--- config.mk ---
export PLATFORM = sky130hd
export DESIGN_NAME = lhlf_framer
export DESIGN_NICKNAME = d
export VERILOG_FILES = /design/src/logic/lhlf_pkg.sv /design/src/logic/lhlf_byte_if.sv /design/src/logic/lhlf_framer.sv /design/src/logic/lhlf_uart.sv
export SDC_FILE = /design/constraint.sdc
export NUM_CORES = 2
export LEC_CHECK = 0
export BUFFER_PORTS_ARGS = -buffer_cell sky130_fd_sc_hd__buf_2
export CORE_MARGIN = 3
export CORE_UTILIZATION = 55
export CTS_CLUSTER_SIZE = 16
export DETAILED_ROUTE_END_ITERATION = 10
export GPL_ROUTABILITY_DRIVEN = 0
export PLACE_DENSITY_LB_ADDON = 0.08
export SETUP_SLACK_MARGIN = 0.15
export SLEW_MARGIN = 20
export SYNTH_ARGS = -nofsm -noshare
export SYNTH_HDL_FRONTEND = slang
export SYNTH_SLANG_ARGS = --single-unit
--- constraint.sdc ---
create_clock -name i_sys_clk -period 21.5 [get_ports i_sys_clk]
set_input_delay 4.3 -clock i_sys_clk [delete_from_list [all_inputs] [get_ports i_sys_clk]]
set_output_delay 4.3 -clock i_sys_clk [all_outputs]
set_load 0.05 [all_outputs]
--- src/logic/lhlf_pkg.sv ---
// constants and types shared by the host-link framer
package lhlf_pkg;
    localparam int unsigned CLK_HZ = 100000000;
    localparam int unsigned BAUD = 38400;
    localparam int unsigned BAUD_DIV = CLK_HZ / BAUD;
    localparam int unsigned CMD_BUF_DEPTH = 300;
    localparam int unsigned USB_PKT_BYTES = 64;
    localparam int unsigned USB_REC_BYTES = 16;
    localparam int unsigned PACK_MAX = 4;
    localparam int unsigned ADC_BITS = 12;
    localparam int unsigned MAX_CH = 6;
    localparam logic [7:0] CHR_CR = 8'h0D;
    localparam logic [7:0] CHR_GET = 8'h67;
    localparam logic [7:0] CHR_S = 8'h73;
    localparam logic [7:0] CHR_LBRACE = 8'h7B;
    localparam logic [7:0] CHR_RBRACE = 8'h7D;
    localparam logic [7:0] CHR_PLUS = 8'h2B;
    localparam logic [7:0] CHR_MINUS = 8'h2D;
    localparam logic [7:0] CHR_DOT = 8'h2E;
    localparam logic [7:0] CHR_E = 8'h45;
    localparam logic [7:0] CHR_ZERO = 8'h30;
    typedef enum logic [2:0] {
        LHLF_SRC_IDLE = 3'b000,
        LHLF_SRC_TEXT = 3'b001,
        LHLF_SRC_WORDS = 3'b010,
        LHLF_SRC_TIME = 3'b011,
        LHLF_SRC_CHK = 3'b100,
        LHLF_SRC_PAD = 3'b101
    } lhlf_src_e;
endpackage

--- src/logic/lhlf_byte_if.sv ---
// byte stream between the framer core and its serial transmitter
`timescale 1ns/1ns
`default_nettype none
interface lhlf_byte_if;
    logic valid;
    logic ready;
    logic [7:0] data;
    modport src(output valid, output data, input ready);
    modport snk(input valid, input data, output ready);
endinterface
`default_nettype wire

--- src/logic/lhlf_framer.sv ---
// host-link framer: command intake, text and binary record output
// Notes on behaviour
// - data goes out automatically or when host sends g
// - text values as sign, digit, point, five digits, E, sign, two digits
// - binary mode reports raw converter words of active channels only
// - each sample is a 16-bit word, result left-justified, low bits zero
// - multi-byte fields go out high byte first
// - live record: channel words ascending, four time bytes, then checksum
// - checksum is inverted XOR of all preceding record bytes
// - checksum only on serial link, omitted on USB
// - stored mode: each request returns one channel's points, then checksum
// - nothing follows the checksum, no terminator
// - serial link is 38400 baud, 8 bits, no parity, one stop
// - responses are text; sample data text or binary as selected
// - sleeping device loses first serial byte; lone s is ignored
// - serial link streams samples until collection stops or reset
// - USB delivers each requested sample once taken; late ones may be lost
// - USB IN transfers are whole multiples of 64 bytes
// - USB IN answered with NAK until data valid
// - USB live record padded with zero to 16 bytes, 1 to 4 per packet; code pads a 16-byte record to 32, so at most 2 fit
// - records per USB packet 1 to 4, default 1
// - live samples go out at once, not stored
// - input buffer holds up to 300 stacked command characters
`timescale 1ns/1ns
`default_nettype none
module lhlf_framer #(
    parameter int unsigned NCH = lhlf_pkg::MAX_CH,
    parameter int unsigned ADCW = lhlf_pkg::ADC_BITS,
    parameter int unsigned CMDD = lhlf_pkg::CMD_BUF_DEPTH
) (
    input wire logic i_sys_clk,
    input wire logic i_rst,
    input wire logic i_use_usb,
    input wire logic i_binary,
    input wire logic i_live_sampling_mode,
    input wire logic i_collecting,
    input wire logic i_asleep,
    input wire logic [2:0] i_pack_count,
    input wire logic [NCH-1:0] i_ch_active,
    input wire logic i_smp_valid,
    input wire logic [NCH*ADCW-1:0] i_smp_data,
    input wire logic [31:0] i_smp_time,
    output logic o_smp_ready,
    input wire logic i_blk_valid,
    input wire logic [ADCW-1:0] i_blk_data,
    input wire logic i_blk_last,
    output logic o_blk_ready,
    output logic o_blk_start,
    input wire logic i_txt_valid,
    input wire logic [31:0] i_txt_mant,
    input wire logic [6:0] i_txt_exp,
    input wire logic i_txt_last,
    output logic o_txt_ready,
    input wire logic i_cmd_rd,
    output logic o_cmd_valid,
    output logic [7:0] o_cmd_data,
    output logic o_get_req,
    input wire logic i_rxd,
    output logic o_txd,
    input wire logic i_usb_out_valid,
    input wire logic [7:0] i_usb_out_data,
    input wire logic i_usb_in_rd,
    output logic o_usb_in_nak,
    output logic o_usb_in_valid,
    output logic [7:0] o_usb_in_data,
    output logic o_usb_in_last
);
    lhlf_byte_if txb();
    logic rx_v;
    logic [7:0] rx_d;
    lhlf_uart u_uart (
        .i_sys_clk(i_sys_clk),
        .i_rst(i_rst),
        .tx(txb),
        .i_rxd(i_rxd),
        .o_txd(o_txd),
        .o_rx_valid(rx_v),
        .o_rx_data(rx_d)
    );

    // decimal digit to ascii
    function automatic logic [7:0] asc(input logic [3:0] d);
        asc = lhlf_pkg::CHR_ZERO + {4'h0, d};
    endfunction

    // command intake: stacked, cr-delimited, up to CMDD chars
    logic [7:0] cbuf [CMDD];
    logic [8:0] wp_reg, wp_next, rp_reg, rp_next, cnt_reg, cnt_next;
    logic wake_reg, wake_next, inb_reg, inb_next, get_reg, get_next;
    logic in_v;
    logic [7:0] in_d;
    logic push;
    assign in_v = i_use_usb ? i_usb_out_valid : rx_v;
    assign in_d = i_use_usb ? i_usb_out_data : rx_d;
    assign o_cmd_valid = (cnt_reg != 9'h000);
    assign o_cmd_data = cbuf[rp_reg];
    assign o_get_req = get_reg;
    always_comb begin
        wake_next = wake_reg;
        inb_next = inb_reg;
        get_next = 1'b0;
        push = 1'b0;
        if (!i_asleep) begin
            wake_next = 1'b0;
        end
        if (in_v) begin
            if (i_asleep && !i_use_usb && !wake_reg) begin
                wake_next = 1'b1;
            end else if (in_d == lhlf_pkg::CHR_GET && !inb_reg) begin
                get_next = 1'b1;
            end else if (in_d == lhlf_pkg::CHR_LBRACE) begin
                inb_next = 1'b1;
                push = 1'b1;
            end else if (inb_reg) begin
                push = 1'b1;
                if (in_d == lhlf_pkg::CHR_RBRACE) begin
                    inb_next = 1'b0;
                end
            end else if (in_d == lhlf_pkg::CHR_CR) begin
                push = 1'b1;
            end
            // a lone s outside braces is dropped
        end
        if (cnt_reg == 9'(CMDD)) begin
            push = 1'b0;
        end
        wp_next = push ? ((wp_reg == 9'(CMDD - 1)) ? 9'h000
            : wp_reg + 9'h001) : wp_reg;
        rp_next = (i_cmd_rd && o_cmd_valid) ? ((rp_reg == 9'(CMDD - 1))
            ? 9'h000 : rp_reg + 9'h001) : rp_reg;
        cnt_next = cnt_reg + {8'h00, push}
            - {8'h00, i_cmd_rd && o_cmd_valid};
    end
    always_ff @(posedge i_sys_clk) begin
        if (push) begin
            cbuf[wp_reg] <= in_d;
        end
    end

    // output byte generator
    lhlf_pkg::lhlf_src_e src_reg, src_next;
    logic [NCH*ADCW-1:0] wsh_reg, wsh_next;
    logic [NCH-1:0] act_reg, act_next;
    logic [31:0] tm_reg, tm_next;
    logic [7:0] chk_reg, chk_next;
    logic [3:0] idx_reg, idx_next;
    logic hi_reg, hi_next, blk_reg, blk_next;
    logic [6:0] pk_reg, pk_next;
    logic [2:0] nrec_reg, nrec_next;
    logic [7:0] tb [13];
    logic [7:0] ob;
    logic ov, stall, take;
    logic [15:0] word;
    logic [2:0] pack;

    assign pack = (i_pack_count == 3'h0
        || i_pack_count > 3'(lhlf_pkg::PACK_MAX))
        ? 3'h1 : i_pack_count;
    // raw result left-justified, low bits zero
    assign word = blk_reg ? {i_blk_data, (16 - ADCW)'(0)}
        : {wsh_reg[ADCW-1:0], (16 - ADCW)'(0)};
    // sm.dddddEsee
    always_comb begin
        tb[0] = i_txt_mant[31] ? lhlf_pkg::CHR_MINUS : lhlf_pkg::CHR_PLUS;
        tb[1] = asc(i_txt_mant[23:20]);
        tb[2] = lhlf_pkg::CHR_DOT;
        tb[3] = asc(i_txt_mant[19:16]);
        tb[4] = asc(i_txt_mant[15:12]);
        tb[5] = asc(i_txt_mant[11:8]);
        tb[6] = asc(i_txt_mant[7:4]);
        tb[7] = asc(i_txt_mant[3:0]);
        tb[8] = lhlf_pkg::CHR_E;
        tb[9] = i_txt_exp[6] ? lhlf_pkg::CHR_MINUS : lhlf_pkg::CHR_PLUS;
        tb[10] = asc({1'b0, i_txt_exp[5:3]});
        tb[11] = asc({1'b0, i_txt_exp[2:0]});
        tb[12] = lhlf_pkg::CHR_CR;
    end
    always_comb begin
        ob = 8'h00;
        ov = 1'b0;
        unique case (src_reg)
            lhlf_pkg::LHLF_SRC_IDLE: begin
                ov = 1'b0;
            end
            lhlf_pkg::LHLF_SRC_TEXT: begin
                ov = i_txt_valid;
                ob = tb[idx_reg];
            end
            lhlf_pkg::LHLF_SRC_WORDS: begin
                // nothing offered while an inactive channel is skipped
                ov = blk_reg ? i_blk_valid : act_reg[0];
                ob = hi_reg ? word[15:8] : word[7:0];
            end
            lhlf_pkg::LHLF_SRC_TIME: begin
                ov = 1'b1;
                ob = tm_reg[31:24];
            end
            lhlf_pkg::LHLF_SRC_CHK: begin
                ov = 1'b1;
                ob = ~chk_reg;
            end
            lhlf_pkg::LHLF_SRC_PAD: begin
                ov = 1'b1;
                ob = 8'h00;
            end
        endcase
    end
    assign stall = i_use_usb ? !i_usb_in_rd : !txb.ready;
    assign take = ov && !stall;
    assign txb.valid = ov && !i_use_usb;
    assign txb.data = ob;
    assign o_usb_in_valid = ov && i_use_usb;
    assign o_usb_in_data = ob;
    assign o_usb_in_nak = i_use_usb && !ov;
    assign o_usb_in_last = i_use_usb && ov
        && pk_reg == 7'(lhlf_pkg::USB_PKT_BYTES - 1);
    assign o_smp_ready = (src_reg == lhlf_pkg::LHLF_SRC_IDLE) && i_binary
        && i_live_sampling_mode && i_collecting;
    assign o_blk_ready = blk_reg && src_reg == lhlf_pkg::LHLF_SRC_WORDS
        && !hi_reg && take;
    assign o_txt_ready = src_reg == lhlf_pkg::LHLF_SRC_TEXT && take
        && (idx_reg == 4'hC || (idx_reg == 4'hB && !i_txt_last));
    assign o_blk_start = (src_reg == lhlf_pkg::LHLF_SRC_IDLE) && i_binary
        && !i_live_sampling_mode && get_reg;

    always_comb begin
        src_next = src_reg;
        wsh_next = wsh_reg;
        act_next = act_reg;
        tm_next = tm_reg;
        chk_next = chk_reg;
        idx_next = idx_reg;
        hi_next = hi_reg;
        blk_next = blk_reg;
        pk_next = pk_reg;
        nrec_next = nrec_reg;
        if (take) begin
            chk_next = chk_reg ^ ob;
            pk_next = pk_reg + 7'h01;
            if (pk_reg == 7'(lhlf_pkg::USB_PKT_BYTES - 1)) begin
                pk_next = 7'h00;
            end
        end
        unique case (src_reg)
            lhlf_pkg::LHLF_SRC_IDLE: begin
                chk_next = 8'h00;
                idx_next = 4'h0;
                hi_next = 1'b1;
                if (o_smp_ready && i_smp_valid) begin
                    // capture one live record
                    wsh_next = i_smp_data;
                    act_next = i_ch_active;
                    tm_next = i_smp_time;
                    blk_next = 1'b0;
                    src_next = lhlf_pkg::LHLF_SRC_WORDS;
                end else if (o_blk_start) begin
                    blk_next = 1'b1;
                    src_next = lhlf_pkg::LHLF_SRC_WORDS;
                end else if (i_txt_valid) begin
                    src_next = lhlf_pkg::LHLF_SRC_TEXT;
                end
            end
            lhlf_pkg::LHLF_SRC_TEXT: begin
                if (take) begin
                    idx_next = idx_reg + 4'h1;
                    if (idx_reg == 4'hB && !i_txt_last) begin
                        idx_next = 4'h0;
                    end else if (idx_reg == 4'hC) begin
                        idx_next = 4'h0;
                        src_next = i_use_usb && pk_next != 7'h00
                            ? lhlf_pkg::LHLF_SRC_PAD
                            : lhlf_pkg::LHLF_SRC_IDLE;
                    end
                end
            end
            lhlf_pkg::LHLF_SRC_WORDS: begin
                if (!blk_reg && !act_reg[0]) begin
                    // skip inactive channel, ascending order
                    wsh_next = wsh_reg >> ADCW;
                    act_next = act_reg >> 1;
                    if (act_reg[NCH-1:1] == '0) begin
                        src_next = lhlf_pkg::LHLF_SRC_TIME;
                    end
                end else if (take) begin
                    hi_next = !hi_reg;
                    if (!hi_reg) begin
                        if (blk_reg) begin
                            if (i_blk_last) begin
                                src_next = i_use_usb ? lhlf_pkg::LHLF_SRC_PAD
                                    : lhlf_pkg::LHLF_SRC_CHK;
                            end
                        end else begin
                            wsh_next = wsh_reg >> ADCW;
                            act_next = {1'b0, act_reg[NCH-1:1]};
                            if (act_reg[NCH-1:1] == '0) begin
                                src_next = lhlf_pkg::LHLF_SRC_TIME;
                            end
                        end
                    end
                end
            end
            lhlf_pkg::LHLF_SRC_TIME: begin
                if (take) begin
                    tm_next = {tm_reg[23:0], 8'h00};
                    idx_next = idx_reg + 4'h1;
                    if (idx_reg == 4'h3) begin
                        idx_next = 4'h0;
                        src_next = i_use_usb ? lhlf_pkg::LHLF_SRC_PAD
                            : lhlf_pkg::LHLF_SRC_CHK;
                    end
                end
            end
            lhlf_pkg::LHLF_SRC_CHK: begin
                if (take) begin
                    src_next = lhlf_pkg::LHLF_SRC_IDLE;
                end
            end
            lhlf_pkg::LHLF_SRC_PAD: begin
                if (take) begin
                    // live record: at least one zero, then pad to a 16-byte boundary, pack records
                    if (!blk_reg && pk_next[3:0] == 4'h0
                        && nrec_reg + 3'h1 < pack) begin
                        nrec_next = nrec_reg + 3'h1;
                        src_next = lhlf_pkg::LHLF_SRC_IDLE;
                    end else if (pk_next == 7'h00) begin
                        nrec_next = 3'h0;
                        src_next = lhlf_pkg::LHLF_SRC_IDLE;
                    end
                end
            end
            default: src_next = lhlf_pkg::LHLF_SRC_IDLE;
        endcase
    end
    always_ff @(posedge i_sys_clk) begin
        if (i_rst) begin
            wp_reg <= 9'h000;
            rp_reg <= 9'h000;
            cnt_reg <= 9'h000;
            wake_reg <= 1'b0;
            inb_reg <= 1'b0;
            get_reg <= 1'b0;
            src_reg <= lhlf_pkg::LHLF_SRC_IDLE;
            wsh_reg <= '0;
            act_reg <= '0;
            tm_reg <= 32'h0000_0000;
            chk_reg <= 8'h00;
            idx_reg <= 4'h0;
            hi_reg <= 1'b1;
            blk_reg <= 1'b0;
            pk_reg <= 7'h00;
            nrec_reg <= 3'h0;
        end else begin
            wp_reg <= wp_next;
            rp_reg <= rp_next;
            cnt_reg <= cnt_next;
            wake_reg <= wake_next;
            inb_reg <= inb_next;
            get_reg <= get_next;
            src_reg <= src_next;
            wsh_reg <= wsh_next;
            act_reg <= act_next;
            tm_reg <= tm_next;
            chk_reg <= chk_next;
            idx_reg <= idx_next;
            hi_reg <= hi_next;
            blk_reg <= blk_next;
            pk_reg <= pk_next;
            nrec_reg <= nrec_next;
        end
    end
endmodule
`default_nettype wire

--- src/logic/lhlf_uart.sv ---
// 8N1 serial transmitter and receiver with two-flop input sync
`timescale 1ns/1ns
`default_nettype none
module lhlf_uart #(
    parameter int unsigned DIV = lhlf_pkg::BAUD_DIV
) (
    input wire logic i_sys_clk,
    input wire logic i_rst,
    lhlf_byte_if.snk tx,
    input wire logic i_rxd,
    output logic o_txd,
    output logic o_rx_valid,
    output logic [7:0] o_rx_data
);
    logic [15:0] tcnt_reg, tcnt_next;
    logic [3:0] tbit_reg, tbit_next;
    logic [9:0] tsh_reg, tsh_next;
    logic [15:0] rcnt_reg, rcnt_next;
    logic [3:0] rbit_reg, rbit_next;
    logic [7:0] rsh_reg, rsh_next;
    logic rv_reg, rv_next;
    logic [7:0] rd_reg, rd_next;
    logic s1_reg, s2_reg;
    assign tx.ready = (tbit_reg == 4'h0);
    assign o_txd = tsh_reg[0];
    assign o_rx_valid = rv_reg;
    assign o_rx_data = rd_reg;
    always_comb begin
        tcnt_next = tcnt_reg;
        tbit_next = tbit_reg;
        tsh_next = tsh_reg;
        if (tbit_reg == 4'h0) begin
            if (tx.valid) begin
                // stop, 8 data lsb first, start: 38400 8N1
                tsh_next = {1'b1, tx.data, 1'b0};
                tbit_next = 4'hA;
                tcnt_next = 16'(DIV - 1);
            end
        end else if (tcnt_reg == 16'h0000) begin
            tsh_next = {1'b1, tsh_reg[9:1]};
            tbit_next = tbit_reg - 4'h1;
            tcnt_next = 16'(DIV - 1);
        end else begin
            tcnt_next = tcnt_reg - 16'h0001;
        end
    end
    always_comb begin
        rcnt_next = rcnt_reg;
        rbit_next = rbit_reg;
        rsh_next = rsh_reg;
        rv_next = 1'b0;
        rd_next = rd_reg;
        if (rbit_reg == 4'h0) begin
            if (!s2_reg) begin
                rbit_next = 4'h9;
                rcnt_next = 16'(DIV + DIV / 2 - 1);
            end
        end else if (rcnt_reg == 16'h0000) begin
            rcnt_next = 16'(DIV - 1);
            rbit_next = rbit_reg - 4'h1;
            if (rbit_reg == 4'h1) begin
                rv_next = s2_reg;
                rd_next = rsh_reg;
            end else begin
                rsh_next = {s2_reg, rsh_reg[7:1]};
            end
        end else begin
            rcnt_next = rcnt_reg - 16'h0001;
        end
    end
    always_ff @(posedge i_sys_clk) begin
        if (i_rst) begin
            tcnt_reg <= 16'h0000;
            tbit_reg <= 4'h0;
            tsh_reg <= 10'h3FF;
            rcnt_reg <= 16'h0000;
            rbit_reg <= 4'h0;
            rsh_reg <= 8'h00;
            rv_reg <= 1'b0;
            rd_reg <= 8'h00;
            s1_reg <= 1'b1;
            s2_reg <= 1'b1;
        end else begin
            tcnt_reg <= tcnt_next;
            tbit_reg <= tbit_next;
            tsh_reg <= tsh_next;
            rcnt_reg <= rcnt_next;
            rbit_reg <= rbit_next;
            rsh_reg <= rsh_next;
            rv_reg <= rv_next;
            rd_reg <= rd_next;
            s1_reg <= i_rxd;
            s2_reg <= s1_reg;
        end
    end
endmodule
`default_nettype wire

==> metrics.yaml <==
synth:
  ys.flop_type: "edfxtp_1"
  synth_cell_types: 78
  ys_warn_count: 0
  synth_seq_cells: 2644
  ys_seq_area_frac: 0.732
  synth-edff-count: 2400
  syn_area_per_cell_um2: 18.4
  syn_inst: 5727
  syn_area_um2: 105000
  ys_async_sr_fraction: 0
  syn_nets: 5948
sta:
  hold_ws_ns: 0.413
  tns_ns: 0
  maxSlewHeadroom: 0.255
  rsz0062_at_grt: "false"
  fin_skew_ns: 0.0389
  max_freq_mhz: 92.6
  final_hold_viol_count: 0
  finalCritPeriodShare: 0.502
  fin_crit_ns: 10.80
  setup_viol: 0
  slew_viol_final: 0
  worstMarginPinSlew_ns: 1.11
drt:
  viasPerCell: 6.32
  drtIter0Drc: 5763
  routedWlPerCell_um: 29.0
  detail-route-antenna-nets: 0
  finalWirelength_mm: 251
  route.vias.total: 54706
  drtPass1Iterations: 6
  drc_errors: 0
final_layout:
  final_cell_area_um2: 117000
  nFillCells: 13332
  largest_reg_flops: 2400
  fin_nets: 6176
  layout-drive-gt1-share: 0.220
  synthToLayoutAreaGrowth_pct: 11.5
power:
  pwr-share-seq: 0.473
  peakVddDrop_uv: 69.2
  p_per_area_nw_per_um2: 104
  p_leak_nw: 36.8
  internal_power_mw: 9.18
  power_mw: 12.2
  switchingPower_mw: 3.05
  pwr-share-clk: 0.379
  power.share.combinational: 0.149
  switching_share: 0.249
cts:
  htree_num_levels: 5
  clock_sinks: 2644
  cts_tree: "done"
  cts_buffers: 288
  clock_path_buffers: 4
  ctsResizeCount: 0
  cts_hold_buffers: 0
  path_clk_slew_ns: 0.06
  postCtsSetupRepairBufs: 0
  ctsRootBufferMaster: "clkbuf_16"
  clock_latency_ns: 0.93
worst_setup_path:
  cpMostUsedCell: "buf_4"
  path_delay_family: "buffers and inverters"
  crit_path_end_kind: "primary output"
  crit_required_ns: 17.20
  cpMaxStageDelayCell: "o41ai_2"
  slowest_delay_ns: 0.90
  path_buf_inv: 4
  crit_fanout: 51
  arrival_ns: 6.50
  crit_path_start_kind: "flop"
  path_class: "reg2out"
  cp_cell_sequence: "buf_4 -> buf_4 -> buf_4 -> mux4_2 -> a221oi_1 -> o22ai_1 -> o41ai_2 -> nand3_1 -> buf_2"
place:
  place_area_um2: 108000
  port_buffers: 206
  dp_hpwl_mm: 150
floorplan:
  dieHeight_um: 443
  die-area_um2: 196000
  fp.coreArea_um2: 189000
  ios: 214
  die_x_um: 443
  rows: 159
  start_util: 0.557
global_routing:
  grt_usage: 0.256
  grt_pass1_wl_mm: 370
  grt_antenna_before_repair: 27
  grt_max_degree: 141
  gr-total-overflow: 0
  first_global_vias: 54494
flow_run:
  maxCapViolCount: 0
min_path:
  hold_class: "reg2reg"
outcome:
  outcome: "finished clean"
[per-layer routing]
| metal | up-vias | share of wire | wire length, um | GRT usage |
|---|---|---|---|---|
| met2 | 2014 | 0.48 | 122000 | 0.403 |
| met4 | 26 | 0.026 | 6410 | 0.0709 |
| li1 | 23609 | - | - | - |
| met3 | 413 | 0.074 | 18700 | 0.0478 |
| met5 | - | 0.00075 | 189 | 0 |
| met1 | 28644 | 0.42 | 104000 | 0.374 |
[worst reg2reg max path: stages (launching register included)]
cell and delay [ns]:
dfxtp_1 0.33, mux2_8 0.53, nand4b_1 0.38, o41a_1 0.50, a211oi_4 0.24, buf_4 0.41, inv_1 0.36, ha_1 0.37
inv_1 0.05, ha_1 0.15, inv_1 0.06, fa_1 0.42, nand2b_1 0.16, a21oi_1 0.19, o21ai_0 0.12, a21oi_1 0.20
o21ai_0 0.13, a21oi_1 0.20, or3_1 0.13, a21oi_1 0.05
[through the flow]
stage	worst slack, ns	util	cells
2_1_floorplan	10.06	-	5727
3_3_place_gp	10.91	0.574	8159
3_5_place_dp	10.87	0.574	8159
4_1_cts	9.88	0.620	8641
5_1_grt	10.23	0.621	8645
6_report	10.70	0.621	8654
[synth_stat cells, types with 14 or more instances]
library cell / n / area (um2)
nor3_1: 29 / 145
buf_4: 29 / 218
nand4_1: 17 / 106
mux2_2: 18 / 203
edfxtp_1: 2400 / 72100
xor2_1: 16 / 140
a21oi_1: 125 / 626
dfxtp_1: 244 / 4880
mux4_2: 627 / 14100
a211oi_1: 30 / 225
buf_6: 29 / 327
o22ai_1: 39 / 244
buf_2: 80 / 400
or2_2: 15 / 93.8
a22oi_1: 28 / 210
a31oi_1: 33 / 206
nor2b_1: 30 / 188
nand2_1: 385 / 1450
a221oi_1: 16 / 140
o211ai_1: 14 / 105
and2_1: 15 / 93.8
ha_1: 32 / 400
mux2i_1: 183 / 1830
xnor2_1: 15 / 131
inv_1: 40 / 150
or3_1: 15 / 93.8
clkbuf_1: 182 / 683
nand3_1: 39 / 195
o221ai_1: 64 / 561
nand2b_1: 16 / 100
o21ai_0: 88 / 440
a311oi_1: 99 / 867
buf_1: 33 / 124
nor2_1: 549 / 2060
[cells in the final DEF, fill, tap and decap left out, types with 17 or more instances in the layout]
cell type | Yosys | routed
edfxtp_1 | 2400 | 2400
mux4_2 | 627 | 627
nor2_1 | 549 | 548
nand2_1 | 385 | 381
clkbuf_16 | 0 | 299
dfxtp_1 | 244 | 238
buf_2 | 80 | 205
mux2i_1 | 183 | 183
a21oi_1 | 125 | 125
a311oi_1 | 99 | 99
o21ai_0 | 88 | 88
clkbuf_1 | 182 | 79
buf_4 | 29 | 77
o221ai_1 | 64 | 64
inv_1 | 40 | 40
clkinv_1 | 0 | 40
nand3_1 | 39 | 39
o22ai_1 | 39 | 39
clkinv_2 | 0 | 36
a31oi_1 | 33 | 33
ha_1 | 32 | 32
a211oi_1 | 30 | 30
nor2b_1 | 30 | 29
nor3_1 | 29 | 29
a22oi_1 | 28 | 28
nand4_1 | 17 | 17
[cells by family after synthesis]
logic type | Yosys count | share of synthesized area
flip-flops | 2644 | 0.732
AND/OR/NAND/NOR | 1188 | 0.0494
multiplexers | 828 | 0.154
AO/OA/AOI/OAI | 607 | 0.0399
buffers and inverters | 396 | 0.0182
adder cells (fa/ha/maj) | 33 | 0.00400
XOR/XNOR | 31 | 0.00258
[power by group through the flow]
| stage | clock network [mW] | logic (mW) | registers [mW] |
|---|---|---|---|
| after global placement | 0 | 1.80 | 5.89 |
| final | 4.63 | 1.82 | 5.78 |
| after global routing | 4.92 | 1.98 | 5.79 |
| after floorplan | 0 | 1.40 | 5.86 |
| after CTS | 4.71 | 1.83 | 5.79 |
| after detailed placement | 0 | 1.83 | 5.90 |
[final timing paths]
kind	from	end	slack, ns	cells after the start
setup / recovery	flop	o_cmd_data[4]	10.70	9
hold / removal	u_uart.s1_reg	u_uart.s2_reg	0.41	1
setup reg to reg	u_uart.o_rx_data[1]	cnt_reg[8]	16.36	19
hold reg to reg	u_uart.s1_reg	u_uart.s2_reg	0.41	1
[cell type report]
class	count	area, um2	area share
Tap cell	2495	3120	0.0266
Antenna cell	12	30.0	0.000256
Multi-Input combinational cell	2687	26400	0.226
Clock buffer	382	7830	0.0669
Clock inverter	100	850	0.00725
Inverter	43	169	0.00144
Sequential cell	2644	77000	0.657
Timing Repair Buffer	291	1770	0.0151
(Power assumes the default switching activity.)
